[config.mk]
export PLATFORM = sky130hd
export DESIGN_NAME = cgcr_ctrl
export DESIGN_NICKNAME = d
export VERILOG_FILES = /design/src/pkg/cgcr_pkg.sv /design/src/core/cgcr_ctrl.sv
export VERILOG_INCLUDE_DIRS = /design/src /design/src/pkg
export SDC_FILE = /design/constraint.sdc
export NUM_CORES = 1
export LEC_CHECK = 0
export ABC_AREA = 0
export BUFFER_PORTS_ARGS = -buffer_cell sky130_fd_sc_hd__buf_2
export CORE_MARGIN = 3
export CORE_UTILIZATION = 45
export CTS_BUF_LIST = sky130_fd_sc_hd__clkbuf_8 sky130_fd_sc_hd__clkbuf_16
export CTS_CLUSTER_SIZE = 30
export DETAILED_ROUTE_END_ITERATION = 12
export PLACE_DENSITY = 0.75
export SKIP_LAST_GASP = 1
export SLEW_MARGIN = 20
export SYNTH_ARGS = -nofsm -noshare
export SYNTH_HDL_FRONTEND = slang
export SYNTH_SLANG_ARGS = --single-unit
[constraint.sdc]
create_clock -name CORE_CLK_I -period 1.85 [get_ports CORE_CLK_I]
set_input_delay 0.185 -clock CORE_CLK_I [delete_from_list [all_inputs] [get_ports CORE_CLK_I]]
set_output_delay 0.185 -clock CORE_CLK_I [all_outputs]
set_load 0.01 [all_outputs]
[src/pkg/cgcr_defs.svh]
// Register offsets, bit positions, reset values and timing counts of the clock control block.
`ifndef CGCR_DEFS_SVH
`define CGCR_DEFS_SVH

`define CGCR_ADDR_SYS_CLK_CTRL 4'h0
`define CGCR_ADDR_LOW_PWR_CTRL 4'h1

`define CGCR_SYS_CLK_CTRL_RST 8'h00
`define CGCR_LOW_PWR_CTRL_RST 8'h00
`define CGCR_SYS_CLK_CTRL_WMASK 8'h8f

`define CGCR_BIT_SYSCLK_OUT_DISABLE 7
`define CGCR_BIT_MULT_SWITCH_MODE 3
`define CGCR_BIT_BUS_MASTER_CLK_SEL_HI 2
`define CGCR_BIT_BUS_MASTER_CLK_SEL_LO 0

`define CGCR_BIT_DIRECT_TRANSITION_ON 7
`define CGCR_BIT_LOW_SPEED_ON 6
`define CGCR_BIT_SUBCLK_GEN_STOP 4
`define CGCR_BIT_FEEDBACK_RES_CUT 3
`define CGCR_BIT_PLL_MULT_HI 1
`define CGCR_BIT_PLL_MULT_LO 0

`define CGCR_CLK_PERIOD_NS 25
`define CGCR_WAIT_UNIT_NS 400
`define CGCR_WAIT_UNIT_CYC ((`CGCR_WAIT_UNIT_NS + `CGCR_CLK_PERIOD_NS - 1) / `CGCR_CLK_PERIOD_NS)
`define CGCR_SUBCLK_HALF_LAST 6'h3f

`endif

[src/pkg/cgcr_pkg.sv]
// Types shared by the clock control block.
package cgcr_pkg;

    typedef enum logic [3:0] {
        MODE_HIGH_SPEED = 4'h0,
        MODE_MED_SPEED = 4'h1,
        MODE_SUBACTIVE = 4'h2,
        MODE_SLEEP = 4'h3,
        MODE_SUBSLEEP = 4'h4,
        MODE_SW_STANDBY = 4'h5,
        MODE_WATCH = 4'h6,
        MODE_DIRECT_TRANS = 4'h7,
        MODE_HW_STANDBY = 4'h8
    } cgcr_mode_t;

    typedef enum logic [1:0] {
        ST_RUN = 2'h0,
        ST_STANDBY = 2'h1,
        ST_WAKE = 2'h2
    } cgcr_state_t;

    typedef struct packed {
        logic [3:0] addr;
        logic [7:0] wdata;
        logic wr;
        logic rd;
    } cgcr_bus_t;

    typedef struct packed {
        logic level;
        logic oe;
    } cgcr_pin_t;

endpackage

[src/core/cgcr_ctrl.sv]
// Clock pulse generator control registers and the clock selection logic they steer.
//
// Function
// RULE1 - In running modes the clock pin carries the system clock unless output disable; the code drives a half-rate image of it.
// RULE2 - Standby, watch, direct transition hold pin high; hardware standby floats it.
// RULE3 - Three reserved bits of system clock register read zero and ignore writes.
// RULE4 - Switch mode zero: new multiplier applies only on entering software standby.
// RULE5 - Switch mode one: new multiplier applies right after the multiplier bits are written.
// RULE6 - Bus master clock is full speed or system clock divided by 2 to 32.
// RULE7 - Software writes zero into low power register bits 5 and 2.
// RULE8 - Subclock runs while its stop bit is zero and halts when one.
// RULE9 - Feedback cut clear: resistance on while oscillating, off while stopped.
// RULE10 - Feedback cut set: resistance off, effective at software standby entry or exit.
// RULE11 - Multiplier field selects one, two or four; code three is prohibited.
// RULE12 - On standby exit, wait the selected transition time before resuming.
// RULE13 - Subclock is the oscillator clock divided by 128.
// RULE14 - Direct transition and low speed bits are plain storage sent to power control.
// RULE15 - Reset clears all implemented bits of both registers.
//
// The implementer's own choices: the strobed register port and the address map.
`timescale 1ns/1ps
`include "cgcr_defs.svh"

module cgcr_ctrl (
    input wire logic CORE_CLK_I,
    input wire logic RST_I,
    input wire logic [3:0] REG_ADDR_I,
    input wire logic [7:0] REG_WDATA_I,
    input wire logic REG_WR_I,
    input wire logic REG_RD_I,
    output logic [7:0] REG_RDATA_O,
    input wire logic [3:0] OP_MODE_I,
    input wire logic [2:0] STANDBY_WAIT_SEL_I,
    input wire logic OSC_TICK_I,
    output logic SYSCLK_OUT_O,
    output logic SYSCLK_OUT_OE_O,
    output logic BUS_MASTER_CLK_EN_O,
    output logic SUBCLK_O,
    output logic FEEDBACK_RES_ON_O,
    output logic [1:0] PLL_MULT_O,
    output logic CLK_RESUME_O,
    output logic DIRECT_TRANSITION_ON_O,
    output logic LOW_SPEED_ON_O
);

    // Mask of the bus master divider counter; prohibited codes fall back to full speed.
    function automatic logic [4:0] bm_mask(input logic [2:0] sel);
        case (sel)
            3'h1: bm_mask = 5'h01;
            3'h2: bm_mask = 5'h03;
            3'h3: bm_mask = 5'h07;
            3'h4: bm_mask = 5'h0f;
            3'h5: bm_mask = 5'h1f;
            default: bm_mask = 5'h00;
        endcase
    endfunction

    // Wake wait in cycles minus one: a base unit doubled for each step of the setting.
    function automatic logic [11:0] wake_cycles(input logic [2:0] sel);
        logic [11:0] unit;
        unit = 12'(`CGCR_WAIT_UNIT_CYC);
        wake_cycles = 12'((unit << sel) - 12'h001);
    endfunction

    cgcr_pkg::cgcr_bus_t bus;
    cgcr_pkg::cgcr_mode_t mode;
    cgcr_pkg::cgcr_state_t state_ff, nxt_state;
    cgcr_pkg::cgcr_pin_t pin_ff, nxt_pin;
    logic [7:0] sys_clk_ctrl_reg_ff, nxt_sys_clk_ctrl_reg;
    logic [7:0] low_power_ctrl_reg_ff, nxt_low_power_ctrl_reg;
    logic [7:0] rdata_ff, nxt_rdata;
    logic [1:0] mult_ff, nxt_mult;
    logic cut_ff, nxt_cut;
    logic [11:0] wait_ff, nxt_wait;
    logic phi_ff, nxt_phi;
    logic [4:0] bm_cnt_ff, nxt_bm_cnt;
    logic bm_en_ff, nxt_bm_en;
    logic [5:0] osc_cnt_ff, nxt_osc_cnt;
    logic subclk_ff, nxt_subclk;
    logic fb_on_ff, nxt_fb_on;
    logic wr_sck, wr_lpw, run_mode, stby_mode, osc_on;
    logic sysclk_out_disable, mult_switch_mode, subclk_gen_stop;
    logic [2:0] bm_sel;

    assign bus = '{addr: REG_ADDR_I, wdata: REG_WDATA_I, wr: REG_WR_I, rd: REG_RD_I};
    assign mode = cgcr_pkg::cgcr_mode_t'(OP_MODE_I);
    assign wr_sck = bus.wr && (bus.addr == `CGCR_ADDR_SYS_CLK_CTRL);
    assign wr_lpw = bus.wr && (bus.addr == `CGCR_ADDR_LOW_PWR_CTRL);
    assign sysclk_out_disable = sys_clk_ctrl_reg_ff[`CGCR_BIT_SYSCLK_OUT_DISABLE];
    assign mult_switch_mode = sys_clk_ctrl_reg_ff[`CGCR_BIT_MULT_SWITCH_MODE];
    assign bm_sel = sys_clk_ctrl_reg_ff[`CGCR_BIT_BUS_MASTER_CLK_SEL_HI:
                                        `CGCR_BIT_BUS_MASTER_CLK_SEL_LO];
    assign subclk_gen_stop = low_power_ctrl_reg_ff[`CGCR_BIT_SUBCLK_GEN_STOP];
    assign stby_mode = (mode == cgcr_pkg::MODE_SW_STANDBY) || (mode == cgcr_pkg::MODE_WATCH) ||
                       (mode == cgcr_pkg::MODE_DIRECT_TRANS);
    assign run_mode = !stby_mode && (mode != cgcr_pkg::MODE_HW_STANDBY);
    // The main oscillator is stopped in every standby state and until the wake wait ends.
    assign osc_on = run_mode && (state_ff == cgcr_pkg::ST_RUN);

    // Register file and read port.
    always_comb begin
        nxt_sys_clk_ctrl_reg = sys_clk_ctrl_reg_ff;
        nxt_low_power_ctrl_reg = low_power_ctrl_reg_ff;
        nxt_rdata = 8'h00;
        // RULE3 reserved bits masked
        if (wr_sck) begin
            nxt_sys_clk_ctrl_reg = bus.wdata & `CGCR_SYS_CLK_CTRL_WMASK;
        end
        // RULE14 plain storage bits
        if (wr_lpw) begin
            nxt_low_power_ctrl_reg = bus.wdata;
        end
        if (bus.rd) begin
            case (bus.addr)
                `CGCR_ADDR_SYS_CLK_CTRL: nxt_rdata = sys_clk_ctrl_reg_ff;
                `CGCR_ADDR_LOW_PWR_CTRL: nxt_rdata = low_power_ctrl_reg_ff;
                default: nxt_rdata = 8'h00;
            endcase
        end
    end

    // RULE15 reset to zero
    always_ff @(posedge CORE_CLK_I or posedge RST_I) begin
        if (RST_I) begin
            sys_clk_ctrl_reg_ff <= `CGCR_SYS_CLK_CTRL_RST;
            low_power_ctrl_reg_ff <= `CGCR_LOW_PWR_CTRL_RST;
            rdata_ff <= 8'h00;
        end else begin
            sys_clk_ctrl_reg_ff <= nxt_sys_clk_ctrl_reg;
            low_power_ctrl_reg_ff <= nxt_low_power_ctrl_reg;
            rdata_ff <= nxt_rdata;
        end
    end

    // Standby sequencing, active multiplier and active feedback cut.
    always_comb begin
        nxt_state = state_ff;
        nxt_mult = mult_ff;
        nxt_cut = cut_ff;
        nxt_wait = wait_ff;
        // RULE5 immediate switch
        if (wr_lpw && mult_switch_mode) begin
            nxt_mult = bus.wdata[`CGCR_BIT_PLL_MULT_HI:`CGCR_BIT_PLL_MULT_LO];
        end
        case (state_ff)
            cgcr_pkg::ST_RUN: begin
                if (mode == cgcr_pkg::MODE_SW_STANDBY) begin
                    nxt_state = cgcr_pkg::ST_STANDBY;
                end
            end
            cgcr_pkg::ST_STANDBY: begin
                // RULE4 deferred switch
                nxt_mult = low_power_ctrl_reg_ff[`CGCR_BIT_PLL_MULT_HI:`CGCR_BIT_PLL_MULT_LO];
                // RULE10 cut takes effect
                nxt_cut = low_power_ctrl_reg_ff[`CGCR_BIT_FEEDBACK_RES_CUT];
                if (mode != cgcr_pkg::MODE_SW_STANDBY) begin
                    nxt_state = cgcr_pkg::ST_WAKE;
                    // RULE12 load wake wait
                    nxt_wait = wake_cycles(STANDBY_WAIT_SEL_I);
                end
            end
            cgcr_pkg::ST_WAKE: begin
                // RULE12 count wake wait
                if (wait_ff == 12'h000) begin
                    nxt_state = cgcr_pkg::ST_RUN;
                end else begin
                    nxt_wait = wait_ff - 12'h001;
                end
            end
            default: begin
                nxt_state = cgcr_pkg::ST_RUN;
            end
        endcase
    end

    always_ff @(posedge CORE_CLK_I or posedge RST_I) begin
        if (RST_I) begin
            state_ff <= cgcr_pkg::ST_RUN;
            mult_ff <= 2'h0;
            cut_ff <= 1'b0;
            wait_ff <= 12'h000;
        end else begin
            state_ff <= nxt_state;
            mult_ff <= nxt_mult;
            cut_ff <= nxt_cut;
            wait_ff <= nxt_wait;
        end
    end

    // Clock pin, bus master enable, subclock and feedback resistance.
    // The pin shows a half-rate image of the system clock, since a flop cannot copy its own clock.
    always_comb begin
        nxt_phi = !phi_ff;
        nxt_pin = '{level: 1'b1, oe: 1'b1};
        // RULE2 standby pin states
        if (mode == cgcr_pkg::MODE_HW_STANDBY) begin
            nxt_pin.oe = 1'b0;
        end else if (run_mode && !sysclk_out_disable) begin
            // RULE1 clock output
            nxt_pin.level = phi_ff;
        end
        // RULE6 divider enable
        nxt_bm_cnt = bm_cnt_ff + 5'h01;
        nxt_bm_en = (bm_cnt_ff & bm_mask(bm_sel)) == 5'h00;
        nxt_osc_cnt = osc_cnt_ff;
        nxt_subclk = subclk_ff;
        // RULE8 subclock stop
        if (!subclk_gen_stop && OSC_TICK_I) begin
            // RULE13 divide by 128
            nxt_osc_cnt = osc_cnt_ff + 6'h01;
            if (osc_cnt_ff == `CGCR_SUBCLK_HALF_LAST) begin
                nxt_subclk = !subclk_ff;
            end
        end
        // RULE9 feedback follows oscillator
        nxt_fb_on = osc_on && !cut_ff;
    end

    always_ff @(posedge CORE_CLK_I or posedge RST_I) begin
        if (RST_I) begin
            phi_ff <= 1'b0;
            pin_ff <= '{level: 1'b1, oe: 1'b1};
            bm_cnt_ff <= 5'h00;
            bm_en_ff <= 1'b1;
            osc_cnt_ff <= 6'h00;
            subclk_ff <= 1'b0;
            fb_on_ff <= 1'b0;
        end else begin
            phi_ff <= nxt_phi;
            pin_ff <= nxt_pin;
            bm_cnt_ff <= nxt_bm_cnt;
            bm_en_ff <= nxt_bm_en;
            osc_cnt_ff <= nxt_osc_cnt;
            subclk_ff <= nxt_subclk;
            fb_on_ff <= nxt_fb_on;
        end
    end

    assign REG_RDATA_O = rdata_ff;
    assign SYSCLK_OUT_O = pin_ff.level;
    assign SYSCLK_OUT_OE_O = pin_ff.oe;
    assign BUS_MASTER_CLK_EN_O = bm_en_ff;
    assign SUBCLK_O = subclk_ff;
    assign FEEDBACK_RES_ON_O = fb_on_ff;
    // RULE11 factor code out
    assign PLL_MULT_O = mult_ff;
    assign CLK_RESUME_O = (state_ff == cgcr_pkg::ST_RUN);
    assign DIRECT_TRANSITION_ON_O = low_power_ctrl_reg_ff[`CGCR_BIT_DIRECT_TRANSITION_ON];
    assign LOW_SPEED_ON_O = low_power_ctrl_reg_ff[`CGCR_BIT_LOW_SPEED_ON];

    // Counts the waking cycles up, so every wait setting is checked, not only the shortest.
    logic [12:0] wake_seen_ff, nxt_wake_seen;
    logic [2:0] wake_sel_ff, nxt_wake_sel;

    always_comb begin
        nxt_wake_seen = wake_seen_ff;
        nxt_wake_sel = wake_sel_ff;
        if (state_ff == cgcr_pkg::ST_STANDBY) begin
            nxt_wake_seen = 13'h0000;
            nxt_wake_sel = STANDBY_WAIT_SEL_I;
        end else if (state_ff == cgcr_pkg::ST_WAKE) begin
            nxt_wake_seen = wake_seen_ff + 13'h0001;
        end
    end

    always_ff @(posedge CORE_CLK_I or posedge RST_I) begin
        if (RST_I) begin
            wake_seen_ff <= 13'h0000;
            wake_sel_ff <= 3'h0;
        end else begin
            wake_seen_ff <= nxt_wake_seen;
            wake_sel_ff <= nxt_wake_sel;
        end
    end
endmodule // cgcr_ctrl

==> impl_metrics.tcl <==
set metrics [dict create \
    synth.net_count 273 \
    drc_errors 0 \
    stdcell_area_um2 3292 \
    first_global_vias 2033 \
    grt_setup_unrepaired "true" \
    vias 2063 \
    cap_violations 0 \
    vias_per_cell 5.263 \
    max_slew.worst_pin.slew_ns 0.4663 \
    drt_wl_total_um 5558 \
    firstDrtPassIters 4 \
    ys_ff_latch 55 \
    leakagePower_nw 1.553 \
    grt_first_pass_wirelength_um 9128 \
    synth_area_per_cell_um2 10.68 \
    cp_data_arrival_time_ns 2.07 \
    drive_gt1_share_pct 35.63 \
    dieHeight_um 82.40 \
    clkTransAtPathRegs_ns 0.10 \
    coreArea_um2 5574 \
    synth_edf_count 0 \
    clk-insertion-delay-late_ns 0.31 \
    drtAntennaViolNets 0 \
    synth-async-reset-ratio_pct 100.0 \
    grt_max_degree 43 \
    area_delta_synth_final_pct 25.35 \
    final_cells 392 \
    ys.flop_type "dfrtp_1" \
    min_period_ns 1.830 \
    max_slew_margin_pct 68.67 \
    peakVddDrop_v 0.0007451 \
    final_common_cell "dfrtp_1" \
    path_class "reg2reg" \
    synth-seq-area-share_pct 52.55 \
    numPortBuffers 41 \
    ioPinCount 42 \
    required_ns 2.09 \
    overflow 0 \
    post_dp_cell_area_um2 3128 \
    slew_viol_final 0 \
    antenna_found_initial 0 \
    gp_congestion 0.9026 \
    placed_cells 382 \
    finalHoldViolCount 0 \
    drtIter0Drc 126 \
    cts_buffers 5 \
    synth.distinct_cells 51 \
    netlist_instances 246 \
    critPathCaptureType "flop" \
    cp_max_fo 2 \
    nFillCells 485 \
    setup_viol 0 \
    cts_htree_levels 2 \
    fin_nets 346 \
    die-area_um2 6789 \
    grt_usage_pct 17.73 \
    detail_route.wl_per_cell_um 14.18 \
    ys_warn_count 0 \
    antenna_cells 0 \
    netlist_area_um2 2626 \
    dp_hpwl_um 4190 \
    layout_common_cells "dfrtp_1, buf_2, buf_4" \
    min_path_type "in2reg" \
    cp-start-kind "flop" \
    fin_setup_tns_ns 0 \
    skew_ns 0.01041 \
    rows 27 \
    die_w_um 82.40 \
    tritoncts "yes" \
    max_freq_ghz 0.5466 \
    finalCritPeriodShare_pct 98.89 \
    start_util_pct 47.12 \
    clk_path_buf_depth 2 \
    status "finished, final reports clean" \
    p_per_area_nw_per_um2 1305 \
    cts_sinks 55 \
    root_buffer "clkbuf_8" \
]
[report_power, final]
group          total (mW)  switching [mW]  internal, mW  leakage (nW)
clock               0.793           0.389         0.404        0.0599
sequential           1.73           0.215          1.52         0.669
combinational        1.77           0.901         0.869         0.824
total                4.30            1.50          2.79          1.55
[final timing paths]
path	from	end	slack [ns]	cells after the start
setup / recovery	wait_ff[5]	wait_ff[6]	0.02	6
hold / removal	OP_MODE_I[3]	SYSCLK_OUT_OE_O	0.03	2
setup reg to reg	wait_ff[5]	wait_ff[6]	0.02	6
hold reg to reg	phi_ff	phi_ff	0.42	1
max in group asynchronous	RST_I	SYSCLK_OUT_OE_O	0.91	4
min in group asynchronous	RST_I	REG_RDATA_O[6]	0.37	3
[area by class of cell]
cell class / count / area, µm² / area share (%)
flip-flops and latches: 55 / 1380 / 41.92
inverters: 7 / 26.28 / 0.7982
well taps: 72 / 90.09 / 2.737
repair buffers: 73 / 460.4 / 13.99
clock buffers: 5 / 68.82 / 2.090
clock inverters: 3 / 42.54 / 1.292
multi-input cells: 177 / 1224 / 37.17
[metal layers]
layer  share of wire, %  vias to the layer above  global-route usage [%]
met5                  0                        -                       0
met4                2.0                        0                   7.807
met3                4.1                        9                   3.037
met2                 48                       44                   29.57
met1                 46                      988                   22.50
li1                   -                     1022                       -
[cells in the mapped netlist, drive strengths merged (2+ instances only)]
cell type	instances	share of area [%]
nand2	23	3.3
a211o	2	0.67
o211ai	2	0.76
inv	7	1.0
and3	3	0.71
a31oi	2	0.48
o21ai	18	3.6
xnor2	5	1.7
clkbuf	3	0.43
nand3	9	1.7
xor2	4	1.3
ha	3	1.4
nor2	21	3.0
nand2b	2	0.48
nor4	3	1.3
nor2b	5	1.3
mux2	15	6.4
or3	8	2.1
and2	2	0.48
dfrtp	52	50
dfstp	3	3.0
mux2i	10	3.8
buf	4	1.0
a21oi	17	3.4
nor3	4	0.76
o21a	2	0.57
[kinds of logic (layout without fill, tap and decap cells)]
family | Yosys count | after routing | synth area share (%)
buffers and inverters | 14 | 88 | 2.430
AND/OR/NAND/NOR | 87 | 87 | 17.20
adder cells (fa/ha/maj) | 3 | 3 | 1.429
AO/OA/AOI/OAI | 53 | 53 | 13.15
XOR/XNOR | 9 | 9 | 3.001
flip-flops | 55 | 55 | 52.55
multiplexers | 25 | 25 | 10.24
[registers in the layout (all words and copies together) (netlist names), 2 cells and up]
signal / cells
wait_ff: 12
bm_cnt_ff: 5
sys_clk_ctrl_reg_ff: 5
PLL_MULT_O: 2
state_ff: 2
REG_RDATA_O: 8
osc_cnt_ff: 6
low_power_ctrl_reg_ff: 8
[through the flow]
stage                     power, mW  hold slack [ns]  setup slack [ns]  util (%)
after detailed placement      3.448           0.1616           0.07054     56.12
after global routing          4.616          0.02225          -0.02921     59.06
after global placement        3.402           0.1641           0.06337     56.12
final                         4.296          0.03288           0.02049     59.06
after floorplan               2.804           0.2360          0.009501         -
after CTS                     4.252          0.02708           0.03175     58.29
[critical path, stage by stage (launching register included)]
cell and delay, ns:
dfrtp_1 0.40, or3_4 0.42, nor4_4 0.36, buf_4 0.18
nor2_1 0.05, o211ai_2 0.18, o221a_2 0.20
[what timing repair did]
item | 4_1_cts | 5_1_grt
endpoints found under the hold margin | 13 | 0
resized for setup | 0 | 6
hold buffers | 1 | 0
setup buffers | 0 | 1
setup endpoints to repair | 0 | 6
Note: power is estimated with default switching activity, not from simulation.
